## src/design/srr_cfg.svh

```systemverilog
`ifndef SRR_CFG_SVH
`define SRR_CFG_SVH
// ----------------------------------------------------------------
// Register byte offsets
// ----------------------------------------------------------------
`define SRR_OFF_CTRL     12'h000
`define SRR_OFF_PRESET1  12'h004
`define SRR_OFF_PRESET2  12'h008
`define SRR_OFF_PRESET3  12'h00C
`define SRR_OFF_PRESET4  12'h010
`define SRR_OFF_LIMITS   12'h014
`define SRR_OFF_SKIP     12'h018
`define SRR_OFF_BANDW    12'h01C
`define SRR_OFF_ACCEL    12'h020
`define SRR_OFF_DECEL    12'h024
`define SRR_OFF_REF      12'h028
`define SRR_OFF_BUSV     12'h02C
`define SRR_OFF_STATUS   12'h030
`define SRR_OFF_OUTF     12'h034
`define SRR_OFF_MINDEC   12'h038
// ----------------------------------------------------------------
// Control register fields
// ----------------------------------------------------------------
`define SRR_CTL_CAL_LO   0
`define SRR_CTL_AUTO     2
`define SRR_CTL_RUN      3
`define SRR_CTL_REV      4
`define SRR_CTL_COAST    5
`define SRR_CTL_SEL_A    6
`define SRR_CTL_SEL_B    7
`define SRR_CTL_SEL_C    8
`define SRR_CTL_DB       9
`define SRR_CTL_CLRF     10
`define SRR_CTL_RST      32'h0000_0000
// ----------------------------------------------------------------
// Reset values and timing (frequency unit 0.01 Hz, time 0.1 s)
// ----------------------------------------------------------------
`define SRR_RATED_FREQ   16'h1770
`define SRR_UPPER_RST    16'h1770
`define SRR_TIME_RST     16'h012C
`define SRR_MINACC_RST   16'h0001
`define SRR_MINDEC_RST   16'h0003
`define SRR_MINDEC_DB    16'h0001
`define SRR_HI_CAL_THR   16'h0172
`define SRR_OV_THR       16'h0302
`define SRR_OV_NORM      16'h02EE
`define SRR_CLK_HZ       200000000
`define SRR_TICK_HZ      1000
`define SRR_TICK_CYC     (`SRR_CLK_HZ / `SRR_TICK_HZ)
`define SRR_OV_TRIP_TK   16'h01F4
`endif

```

## src/design/srr_pkg.sv

```systemverilog
package srr_pkg;
  typedef enum logic [1:0] {SRR_CAL_AUTO, SRR_CAL_HIGH, SRR_CAL_LOW,
                            SRR_CAL_RSVD} srr_cal_e;
  typedef enum {SRR_IDLE, SRR_RUN, SRR_STOPPING} srr_state_e;
  typedef struct packed {
    logic        trans;
    logic        write;
    logic [11:0] addr;
  } srr_aphase_s;
  typedef struct packed {
    logic [15:0] lower;
    logic [15:0] upper;
  } srr_limits_s;
endpackage

```

## src/design/srr_speed_ramp.sv

```systemverilog
`timescale 1ns/1ps
`include "srr_cfg.svh"
// Behaviour
// - Calibration select takes auto, high or low; manual settings override.
// - Auto calibration samples bus voltage once after power up.
// - Presets steer speed only in automatic mode.
// - Each select input works only if assigned to preset select.
// - Single closed input A, B or C picks preset 1, 2 or 3.
// - Any two closed inputs pick preset 4.
// - Preset values are limited to lower/upper frequency limits.
// - Two avoidance bands, each skip frequency plus one shared width.
// - From above, hold at band top until command at or below bottom.
// - From below, hold at band bottom until command at or above top.
// - Linear acceleration for all sources over accel time to rated.
// - Acceleration time clamped to rating minimum, 3600 s maximum.
// - Linear deceleration for all sources over decel time from rated.
// - Coast stop drops output without the decel ramp.
// - Decel setting below minimum is accepted but clamped when used.
// - Decel minimum chosen by rating and dynamic braking enable.
// - Deceleration pauses while bus voltage is high, resumes later.
// - Prolonged overvoltage during pause trips a bus overvoltage fault.
// - Start ramps from zero; running never drops below lower limit.
module srr_speed_ramp
  import srr_pkg::*;
#(
  parameter int TICK_CYC = `SRR_TICK_CYC
) (
  input  wire logic        hclk,
  input  wire logic        hresetn,
  input  wire logic        hsel,
  input  wire logic [31:0] haddr,
  input  wire logic [1:0]  htrans,
  input  wire logic        hwrite,
  input  wire logic [2:0]  hsize,
  input  wire logic [31:0] hwdata,
  input  wire logic        hready,
  output logic      [31:0] hrdata,
  output logic             hreadyout,
  output logic             hresp,
  input  wire logic        select_input_a,
  input  wire logic        select_input_b,
  input  wire logic        select_input_c,
  output logic      [15:0] out_freq_q,
  output logic             out_rev_q,
  output logic             bus_overvoltage_fault,
  output logic             ramp_hold_on_overvoltage
);

  // ----------------------------------------------------------------
  // Registers and state
  // ----------------------------------------------------------------
  srr_aphase_s  ap_q;
  logic [31:0]  ctrl_q;
  logic [15:0]  preset_q [4];
  srr_limits_s  lim_q;
  logic [15:0]  skip1_q, skip2_q, bandw_q;
  logic [15:0]  accel_q, decel_q, ref_q, busv_q;
  logic [15:0]  minacc_q, mindec_q, mindec_db_q;
  logic         cal_lo_q, cal_done_q, fault_q, hold_q;
  logic [15:0]  ov_cnt_q;
  logic [31:0]  acc_q;
  logic [31:0]  tick_cnt_q;
  logic         tick_q;
  srr_state_e   st_q;
  logic [15:0]  freq_q;
  logic [15:0]  cmd, tgt;
  logic [15:0]  acc_eff, dec_eff;
  logic [47:0]  up_st, dn_st;
  logic         any_sel, sel_a, sel_b, sel_c;
  logic [1:0]   n_sel;
  srr_cal_e     cal_sel;

  assign cal_sel = srr_cal_e'(ctrl_q[`SRR_CTL_CAL_LO +: 2]);

  // Clamp a value into a window
  function automatic logic [15:0] clamp(input logic [15:0] v,
                                        input logic [15:0] lo,
                                        input logic [15:0] hi);
    clamp = (v < lo) ? lo : ((v > hi) ? hi : v);
  endfunction

  // Band bounds test: value strictly inside [lo, lo+w]
  function automatic logic in_band(input logic [15:0] v,
                                   input logic [15:0] lo,
                                   input logic [15:0] w);
    logic [16:0] hi;
    hi = {1'b0, lo} + {1'b0, w};
    in_band = (w != 16'h0000) && ({1'b0, v} > {1'b0, lo})
              && ({1'b0, v} < hi);
  endfunction

  // Whole steps due this tick {count, remainder}; short times take several
  function automatic logic [47:0] ramp_div(input logic [31:0] acc,
                                           input logic [15:0] t);
    logic [31:0] sum, thr;
    sum = acc + 32'(`SRR_RATED_FREQ);
    thr = 32'((t == 16'h0000) ? 16'h0001 : t) * 32'd100;
    ramp_div = {16'(sum / thr), sum % thr};
  endfunction

  // ----------------------------------------------------------------
  // AHB-Lite slave
  // ----------------------------------------------------------------
  // Address phase capture
  always_ff @(posedge hclk or negedge hresetn) begin
    if (!hresetn) begin
      ap_q <= '0;
    end else if (hready) begin
      ap_q.trans <= hsel && htrans[1];
      ap_q.write <= hwrite;
      ap_q.addr  <= haddr[11:0];
    end
  end

  // Zero wait state, always OKAY
  always_ff @(posedge hclk or negedge hresetn) begin
    if (!hresetn) begin
      hreadyout <= 1'b1;
      hresp     <= 1'b0;
    end else begin
      hreadyout <= 1'b1;
      hresp     <= 1'b0;
    end
  end

  // Register writes, data phase
  always_ff @(posedge hclk or negedge hresetn) begin
    if (!hresetn) begin
      ctrl_q      <= `SRR_CTL_RST;
      preset_q[0] <= 16'h0000;
      preset_q[1] <= 16'h0000;
      preset_q[2] <= 16'h0000;
      preset_q[3] <= 16'h0000;
      lim_q.lower <= 16'h0000;
      lim_q.upper <= `SRR_UPPER_RST;
      skip1_q     <= 16'h0000;
      skip2_q     <= 16'h0000;
      bandw_q     <= 16'h0000;
      accel_q     <= `SRR_TIME_RST;
      decel_q     <= `SRR_TIME_RST;
      ref_q       <= 16'h0000;
      busv_q      <= 16'h0000;
      minacc_q    <= `SRR_MINACC_RST;
      mindec_q    <= `SRR_MINDEC_RST;
      mindec_db_q <= `SRR_MINDEC_DB;
    end else begin
      ctrl_q[`SRR_CTL_CLRF] <= 1'b0;
      if (ap_q.trans && ap_q.write) begin
        case (ap_q.addr)
          `SRR_OFF_CTRL:    ctrl_q <= hwdata;
          // Presets limited to operating window
          `SRR_OFF_PRESET1: preset_q[0] <= clamp(hwdata[15:0], lim_q.lower, lim_q.upper);
          `SRR_OFF_PRESET2: preset_q[1] <= clamp(hwdata[15:0], lim_q.lower, lim_q.upper);
          `SRR_OFF_PRESET3: preset_q[2] <= clamp(hwdata[15:0], lim_q.lower, lim_q.upper);
          `SRR_OFF_PRESET4: preset_q[3] <= clamp(hwdata[15:0], lim_q.lower, lim_q.upper);
          `SRR_OFF_LIMITS: begin
            lim_q.lower <= hwdata[15:0];
            lim_q.upper <= hwdata[31:16];
          end
          `SRR_OFF_SKIP: begin
            skip1_q <= hwdata[15:0];
            skip2_q <= hwdata[31:16];
          end
          `SRR_OFF_BANDW:  bandw_q <= hwdata[15:0];
          `SRR_OFF_ACCEL:  accel_q <= hwdata[15:0];
          `SRR_OFF_DECEL:  decel_q <= hwdata[15:0];
          `SRR_OFF_REF:    ref_q   <= hwdata[15:0];
          `SRR_OFF_BUSV:   busv_q  <= hwdata[15:0];
          `SRR_OFF_MINDEC: begin
            minacc_q    <= {8'h00, hwdata[7:0]};
            mindec_q    <= {8'h00, hwdata[15:8]};
            mindec_db_q <= {8'h00, hwdata[23:16]};
          end
          default: ;
        endcase
      end
    end
  end

  // Read mux, registered
  always_ff @(posedge hclk or negedge hresetn) begin
    if (!hresetn) begin
      hrdata <= 32'h0000_0000;
    end else if (hsel && htrans[1] && !hwrite && hready) begin
      case (haddr[11:0])
        `SRR_OFF_CTRL:    hrdata <= ctrl_q;
        `SRR_OFF_PRESET1: hrdata <= {16'h0000, preset_q[0]};
        `SRR_OFF_PRESET2: hrdata <= {16'h0000, preset_q[1]};
        `SRR_OFF_PRESET3: hrdata <= {16'h0000, preset_q[2]};
        `SRR_OFF_PRESET4: hrdata <= {16'h0000, preset_q[3]};
        `SRR_OFF_LIMITS:  hrdata <= {lim_q.upper, lim_q.lower};
        `SRR_OFF_SKIP:    hrdata <= {skip2_q, skip1_q};
        `SRR_OFF_BANDW:   hrdata <= {16'h0000, bandw_q};
        `SRR_OFF_ACCEL:   hrdata <= {16'h0000, accel_q};
        `SRR_OFF_DECEL:   hrdata <= {16'h0000, decel_q};
        `SRR_OFF_REF:     hrdata <= {16'h0000, ref_q};
        `SRR_OFF_BUSV:    hrdata <= {16'h0000, busv_q};
        `SRR_OFF_STATUS:  hrdata <= {26'h000_0000, st_q == SRR_RUN,
                                     cal_done_q, out_rev_q, hold_q,
                                     fault_q, cal_lo_q};
        `SRR_OFF_OUTF:    hrdata <= {16'h0000, freq_q};
        `SRR_OFF_MINDEC:  hrdata <= {8'h00, mindec_db_q[7:0],
                                     mindec_q[7:0], minacc_q[7:0]};
        default:          hrdata <= 32'h0000_0000;
      endcase
    end
  end

  // ----------------------------------------------------------------
  // Supply calibration
  // ----------------------------------------------------------------
  // Auto samples first nonzero bus reading once; manual overrides
  always_ff @(posedge hclk or negedge hresetn) begin
    if (!hresetn) begin
      cal_done_q <= 1'b0;
      cal_lo_q   <= 1'b0;
    end else begin
      case (cal_sel)
        SRR_CAL_HIGH: cal_lo_q <= 1'b0;
        SRR_CAL_LOW:  cal_lo_q <= 1'b1;
        default: begin
          if (!cal_done_q && busv_q != 16'h0000) begin
            cal_done_q <= 1'b1;
            cal_lo_q   <= (busv_q < `SRR_HI_CAL_THR);
          end
        end
      endcase
    end
  end

  // ----------------------------------------------------------------
  // Preset decode and command
  // ----------------------------------------------------------------
  // Inputs are active when closed and assigned as preset selects
  always_comb begin
    sel_a = select_input_a && ctrl_q[`SRR_CTL_SEL_A];
    sel_b = select_input_b && ctrl_q[`SRR_CTL_SEL_B];
    sel_c = select_input_c && ctrl_q[`SRR_CTL_SEL_C];
    n_sel = 2'(sel_a) + 2'(sel_b) + 2'(sel_c);
    any_sel = ctrl_q[`SRR_CTL_AUTO];
    cmd = ref_q;
    if (any_sel && n_sel == 2'd1) begin
      if (sel_a)      cmd = preset_q[0];
      else if (sel_b) cmd = preset_q[1];
      else            cmd = preset_q[2];
    end else if (any_sel && n_sel == 2'd2) begin
      cmd = preset_q[3];
    end
    cmd = clamp(cmd, lim_q.lower, lim_q.upper);
  end

  // Avoidance bands hold at the top edge if output is above the skip frequency, else at the bottom
  always_comb begin
    tgt = cmd;
    if (in_band(cmd, skip1_q, bandw_q)) begin
      tgt = (freq_q > skip1_q) ? 16'(skip1_q + bandw_q) : skip1_q;
    end
    if (in_band(cmd, skip2_q, bandw_q)) begin
      tgt = (freq_q > skip2_q) ? 16'(skip2_q + bandw_q) : skip2_q;
    end
  end

  // Effective ramp times with floors and ceiling
  always_comb begin
    acc_eff = clamp(accel_q, minacc_q, 16'(36000));
    dec_eff = clamp(decel_q,
                    ctrl_q[`SRR_CTL_DB] ? mindec_db_q : mindec_q,
                    16'(36000));
    up_st   = ramp_div(acc_q, acc_eff);
    dn_st   = ramp_div(acc_q, dec_eff);
  end

  // ----------------------------------------------------------------
  // Ramp generator
  // ----------------------------------------------------------------
  // Tick divider
  always_ff @(posedge hclk or negedge hresetn) begin
    if (!hresetn) begin
      tick_cnt_q <= 32'h0000_0000;
      tick_q     <= 1'b0;
    end else if (tick_cnt_q == 32'(TICK_CYC - 1)) begin
      tick_cnt_q <= 32'h0000_0000;
      tick_q     <= 1'b1;
    end else begin
      tick_cnt_q <= tick_cnt_q + 32'h0000_0001;
      tick_q     <= 1'b0;
    end
  end

  // Overvoltage hold and trip counter
  always_ff @(posedge hclk or negedge hresetn) begin
    if (!hresetn) begin
      hold_q   <= 1'b0;
      fault_q  <= 1'b0;
      ov_cnt_q <= 16'h0000;
    end else begin
      if (busv_q >= `SRR_OV_THR) hold_q <= 1'b1;
      else if (busv_q <= `SRR_OV_NORM) hold_q <= 1'b0;
      if (hold_q && tick_q) ov_cnt_q <= ov_cnt_q + 16'h0001;
      else if (!hold_q) ov_cnt_q <= 16'h0000;
      if (ov_cnt_q >= `SRR_OV_TRIP_TK) fault_q <= 1'b1;
      else if (ctrl_q[`SRR_CTL_CLRF]) fault_q <= 1'b0;
    end
  end

  // Run state, frequency and fractional accumulator
  always_ff @(posedge hclk or negedge hresetn) begin
    if (!hresetn) begin
      st_q      <= SRR_IDLE;
      freq_q    <= 16'h0000;
      acc_q     <= 32'h0000_0000;
      out_rev_q <= 1'b0;
    end else begin
      case (st_q)
        SRR_IDLE: begin
          freq_q <= 16'h0000;
          acc_q  <= 32'h0000_0000;
          out_rev_q <= ctrl_q[`SRR_CTL_REV];
          if (ctrl_q[`SRR_CTL_RUN] && !fault_q) st_q <= SRR_RUN;
        end
        SRR_RUN: begin
          if (fault_q || (!ctrl_q[`SRR_CTL_RUN] &&
                          ctrl_q[`SRR_CTL_COAST])) begin
            st_q   <= SRR_IDLE;
            freq_q <= 16'h0000;
          end else if (!ctrl_q[`SRR_CTL_RUN] ||
                       ctrl_q[`SRR_CTL_REV] != out_rev_q) begin
            st_q <= SRR_STOPPING;
          end else if (tick_q) begin
            // Rated freq per ramp time; stop exactly on the target
            if (freq_q < tgt) begin
              acc_q  <= up_st[31:0];
              freq_q <= (tgt - freq_q > up_st[47:32]) ?
                        freq_q + up_st[47:32] : tgt;
            end else if (freq_q > tgt && !hold_q) begin
              acc_q  <= dn_st[31:0];
              freq_q <= (freq_q - tgt > dn_st[47:32]) ?
                        freq_q - dn_st[47:32] : tgt;
            end
          end
        end
        SRR_STOPPING: begin
          if (fault_q || ctrl_q[`SRR_CTL_COAST] || freq_q == 16'h0000) begin
            st_q   <= SRR_IDLE;
            freq_q <= 16'h0000;
          end else if (tick_q && !hold_q) begin
            acc_q  <= dn_st[31:0];
            freq_q <= (freq_q > dn_st[47:32]) ?
                      freq_q - dn_st[47:32] : 16'h0000;
          end
        end
        default: st_q <= SRR_IDLE;
      endcase
    end
  end

  assign out_freq_q               = freq_q;
  assign bus_overvoltage_fault    = fault_q;
  assign ramp_hold_on_overvoltage = hold_q;

  // ----------------------------------------------------------------
  // Assertions
  // ----------------------------------------------------------------
  a_fault_sticks: assert property (@(posedge hclk) disable iff (!hresetn)
    $rose(fault_q) |=> fault_q)
    else $error("fault dropped after trip");
  a_hold_no_dec: assert property (@(posedge hclk) disable iff (!hresetn)
    (hold_q && $past(hold_q) && st_q != SRR_IDLE) |=>
      (freq_q >= $past(freq_q) || st_q == SRR_IDLE))
    else $error("frequency fell during hold");
  a_step_one: assert property (@(posedge hclk) disable iff (!hresetn)
    (st_q == SRR_RUN && $past(st_q) == SRR_RUN) |->
      (freq_q - $past(freq_q) <= 16'(`SRR_RATED_FREQ / 100) ||
       $past(freq_q) - freq_q <= 16'(`SRR_RATED_FREQ / 100)))
    else $error("ramp step too large");
  a_idle_zero: assert property (@(posedge hclk) disable iff (!hresetn)
    st_q == SRR_IDLE |=> (st_q != SRR_IDLE || freq_q == 16'h0000))
    else $error("idle with nonzero output");
  a_coast_drop: assert property (@(posedge hclk) disable iff (!hresetn)
    (st_q == SRR_RUN && !ctrl_q[`SRR_CTL_RUN] && ctrl_q[`SRR_CTL_COAST]
     && !fault_q) |=> (st_q == SRR_IDLE && freq_q == 16'h0000))
    else $error("coast stop used ramp");
  a_cal_manual: assert property (@(posedge hclk) disable iff (!hresetn)
    cal_sel == SRR_CAL_LOW |=> cal_lo_q)
    else $error("manual low not applied");
  a_preset_lim: assert property (@(posedge hclk) disable iff (!hresetn)
    (ap_q.trans && ap_q.write && ap_q.addr == `SRR_OFF_PRESET4) |=>
      preset_q[3] <= $past(lim_q.upper))
    else $error("preset above upper limit");
  a_dec_floor: assert property (@(posedge hclk) disable iff (!hresetn)
    dec_eff >= (ctrl_q[`SRR_CTL_DB] ? mindec_db_q : mindec_q))
    else $error("decel below floor");
endmodule

```

## config.mk

```make
export PLATFORM = sky130hd
export DESIGN_NAME = srr_speed_ramp
export DESIGN_NICKNAME = d
export VERILOG_FILES = /design/src/design/srr_pkg.sv /design/src/design/srr_speed_ramp.sv
export VERILOG_INCLUDE_DIRS = /design/src /design/src/design
export SDC_FILE = /design/constraint.sdc
export NUM_CORES = 2
export LEC_CHECK = 0
export ABC_CLOCK_PERIOD_IN_PS = 260600
export CAP_MARGIN = 5
export CELL_PAD_IN_SITES_DETAIL_PLACEMENT = 1
export CELL_PAD_IN_SITES_GLOBAL_PLACEMENT = 2
export CORE_MARGIN = 2
export CORE_UTILIZATION = 40
export CTS_CLUSTER_DIAMETER = 200
export DETAILED_ROUTE_END_ITERATION = 8
export DONT_BUFFER_PORTS = 1
export GPL_ROUTABILITY_DRIVEN = 0
export PLACE_DENSITY = 0.85
export SLEW_MARGIN = 20
export SYNTH_ARGS = -nofsm -noshare
export SYNTH_HDL_FRONTEND = slang
export SYNTH_SLANG_ARGS = --single-unit
```

## constraint.sdc

```tcl
create_clock -name hclk -period 260.6 [get_ports hclk]
set_input_delay 52.12 -clock hclk [delete_from_list [all_inputs] [get_ports hclk]]
set_output_delay 52.12 -clock hclk [all_outputs]
set_load 0.01 [all_outputs]
```

==> reports/results.ini <==
[placement]
dpl.hpwl_um=278000
dp_slack_ns=152.61
dpl.cell_count=12855
portBuffers=0

[die]
die_area_um2=204600
die_x_um=452.4
boundaryPins=130
rows=164
die_y_um=452.4
core_um2=199900
initial_core_util=0.4023

[routing]
wl_per_cell_um=27.01
viasPerCell=6.516
drc=0
drt-initial-drc-count=6719
firstDrtPassIters=9
routed_wl_um=350000
antenna_left=0
num_vias=84435

[setup_path]
critPathMaxStageDelay_ns=0.92
cp_max_fo=38
cp_common_cell=o21a_1
critPathRequiredTime_ns=261.02
critPathCaptureType=flip-flop
path_class=flip-flop to flip-flop
startpoint_type=flip-flop
slowest_stage=a2111oi_0
cp.arrival_ns=110.88

[clock_network]
cts_root_buf=clkbuf_16
clk_pin_slew_ns=0.07
clk_latency_ns=0.64
post-cts-setup-buffer-count=0
cts_tree=built
numCtsBuffers=47
htreeDepth=2
clock_sinks=414
cts_resized=0
cts_hold_repair.buffers=0
clock_path_buffers=3

[timing]
rsz0062_at_grt=no
tns_ns=0
finalHoldViolCount=0
worst_pin_slew_ns=1.244
skew_ns=0.05815
finalCritPeriodShare=0.4238
fin_ws_ns=150.15
finalMaxSlewViolations=0
fmax_ghz=0.009054
relSlewSlack=0.1695
min_period_ns=110.45
finalSetupViolCount=0

[cells_and_area]
drive_gt1_frac=0.1048
layoutNonFillerInstCount=12959
multi_input_area_um2=67190
seq_area_um2=10380
area_growth_pct=6.870
nets=11597
fill_cells=24518
final_cell_mix=1241 x ha_1, 849 x nand2_1, 806 x nor2_1, 804 x a21oi_1, 569 x o21ai_0
utilization=0.4300
final_common_cell=ha_1

[grt]
grt_usage=0.3303
antenna_found_initial=17
grt-ovfl-total=0
grt_pass1_vias=86671
grt_pass1_wl_um=529200
grt_start_max_net_pins=415

[yosys]
synth_seq_cells=414
ys_async_sr_fraction=1.000
netlist_top_cells_area=ha_1 19%, dfrtp_1 12%, mux2_2 7.4%
synth-edff-count=0
yosys.area.top_type=ha_1
syn_area_um2=80410
yosysSeqAreaShare=0.1291
synth_top_area_frac=0.1931
yosysWarnings=0
synth_nets=11688
ys_types=123
syn_inst=10341
synth_area_per_cell_um2=7.776
synth_ff_type=dfrtp_1

[flow_run]
cap_violations=0

[outcome]
status=complete, no violations

[hold_path]
hp-class=flip-flop to flip-flop

[layer usage]
layer | wire length (um) | global-route usage | part of all wire
met5 | 74 | 0 | 0.00021
met4 | 22970 | 0.1859 | 0.066
met3 | 24180 | 0.05778 | 0.069
met2 | 157900 | 0.5432 | 0.45
met1 | 144900 | 0.4066 | 0.41
[sequential cells by signal, summed over array words and instances (netlist names), 2 cells and up]
register / cells
st_q: 2
hrdata: 32
tick_cnt_q: 32
ctrl_q: 32
out_freq_q: 16
decel_q: 16
minacc_q: 8
ref_q: 16
busv_q: 16
lim_q: 32
skip1_q: 16
mindec_q: 8
mindec_db_q: 8
acc_q: 32
skip2_q: 16
preset_q: 64
ap_q: 14
bandw_q: 16
accel_q: 16
ov_cnt_q: 16
[worst max-delay path: cells and delay by family, from the launching register on]
kind	cells	cell delay (ns)
XOR/XNOR	2	0.33
flip-flops	1	0.53
AO/OA/AOI/OAI	235	61.54
multiplexers	6	1.89
AND/OR/NAND/NOR	90	25.27
adder cells (fa/ha/maj)	33	10.51
buffers and inverters	32	9.88
[cell usage after synthesis (38+ instances only)]
cell / count
a211oi_1: 103
a21o_1: 249
a21oi_1: 807
a221oi_1: 51
a22o_1: 50
a22oi_1: 78
a31oi_1: 75
and2_1: 104
and3_1: 85
buf_1: 38
clkbuf_1: 244
dfrtp_1: 395
ha_1: 1241
inv_1: 488
mux2_2: 525
mux2i_1: 139
nand2_1: 851
nand2b_1: 109
nand3_1: 246
nand4_1: 154
nor2_1: 824
nor2b_1: 113
nor3_1: 369
nor4_1: 85
o211ai_1: 83
o21a_1: 346
o21ai_0: 570
o21bai_1: 94
o22ai_1: 40
o31a_1: 39
o31ai_1: 139
or2_2: 91
or3_1: 91
xnor2_1: 420
xor2_1: 250
[cells by family after synthesis]
logic type	after synthesis	synth area share
buf+inv	840	0.04038
mux	673	0.09211
compound gates	3210	0.2686
flops	414	0.1291
other cells	2	0.00009339
fa+ha+maj	1270	0.2003
xor+xnor	671	0.07318
simple gates	3261	0.1961
[metrics by stage]
step	cell area, um^2	hold slack, ns
CTS	85860	0.4831
global placement	84190	0.4602
detailed placement	84200	0.4638
finish	85940	0.4835
floorplan	80410	0.4437
global route	85900	0.5087
[final cells by class]
| type | count | share of cell area |
|---|---|---|
| inverters | 509 | 0.02223 |
| clock inverters | 24 | 0.003625 |
| clock buffers | 64 | 0.01572 |
| flip-flops and latches | 414 | 0.1208 |
| diodes | 14 | 0.0004077 |
| repair buffers | 191 | 0.01670 |
| multi-input cells | 9087 | 0.7818 |
| well taps | 2656 | 0.03867 |
[path summary, 6_finish.rpt]
path	from	end	slack (ns)	cells past startpoint
worst max register to register	accel_q[14]$_DFFE_PN0P_	out_freq_q[15]$_DFFE_PN0P_	150.15	398
max in group asynchronous	hresetn	acc_q[11]$_DFFE_PN0P_	208.44	0
min in group asynchronous	hresetn	tick_cnt_q[17]$_DFF_PN0_	51.19	0
worst min-delay path	acc_q[0]$_DFFE_PN0P_	acc_q[0]$_DFFE_PN0P_	0.48	1
worst min register to register	acc_q[0]$_DFFE_PN0P_	acc_q[0]$_DFFE_PN0P_	0.48	1
worst max-delay path	accel_q[14]$_DFFE_PN0P_	out_freq_q[15]$_DFFE_PN0P_	150.15	398
Power is left out: the tool's default activity adds up to more than one toggle a clock period on the data nets, which glitch-free logic cannot reach.
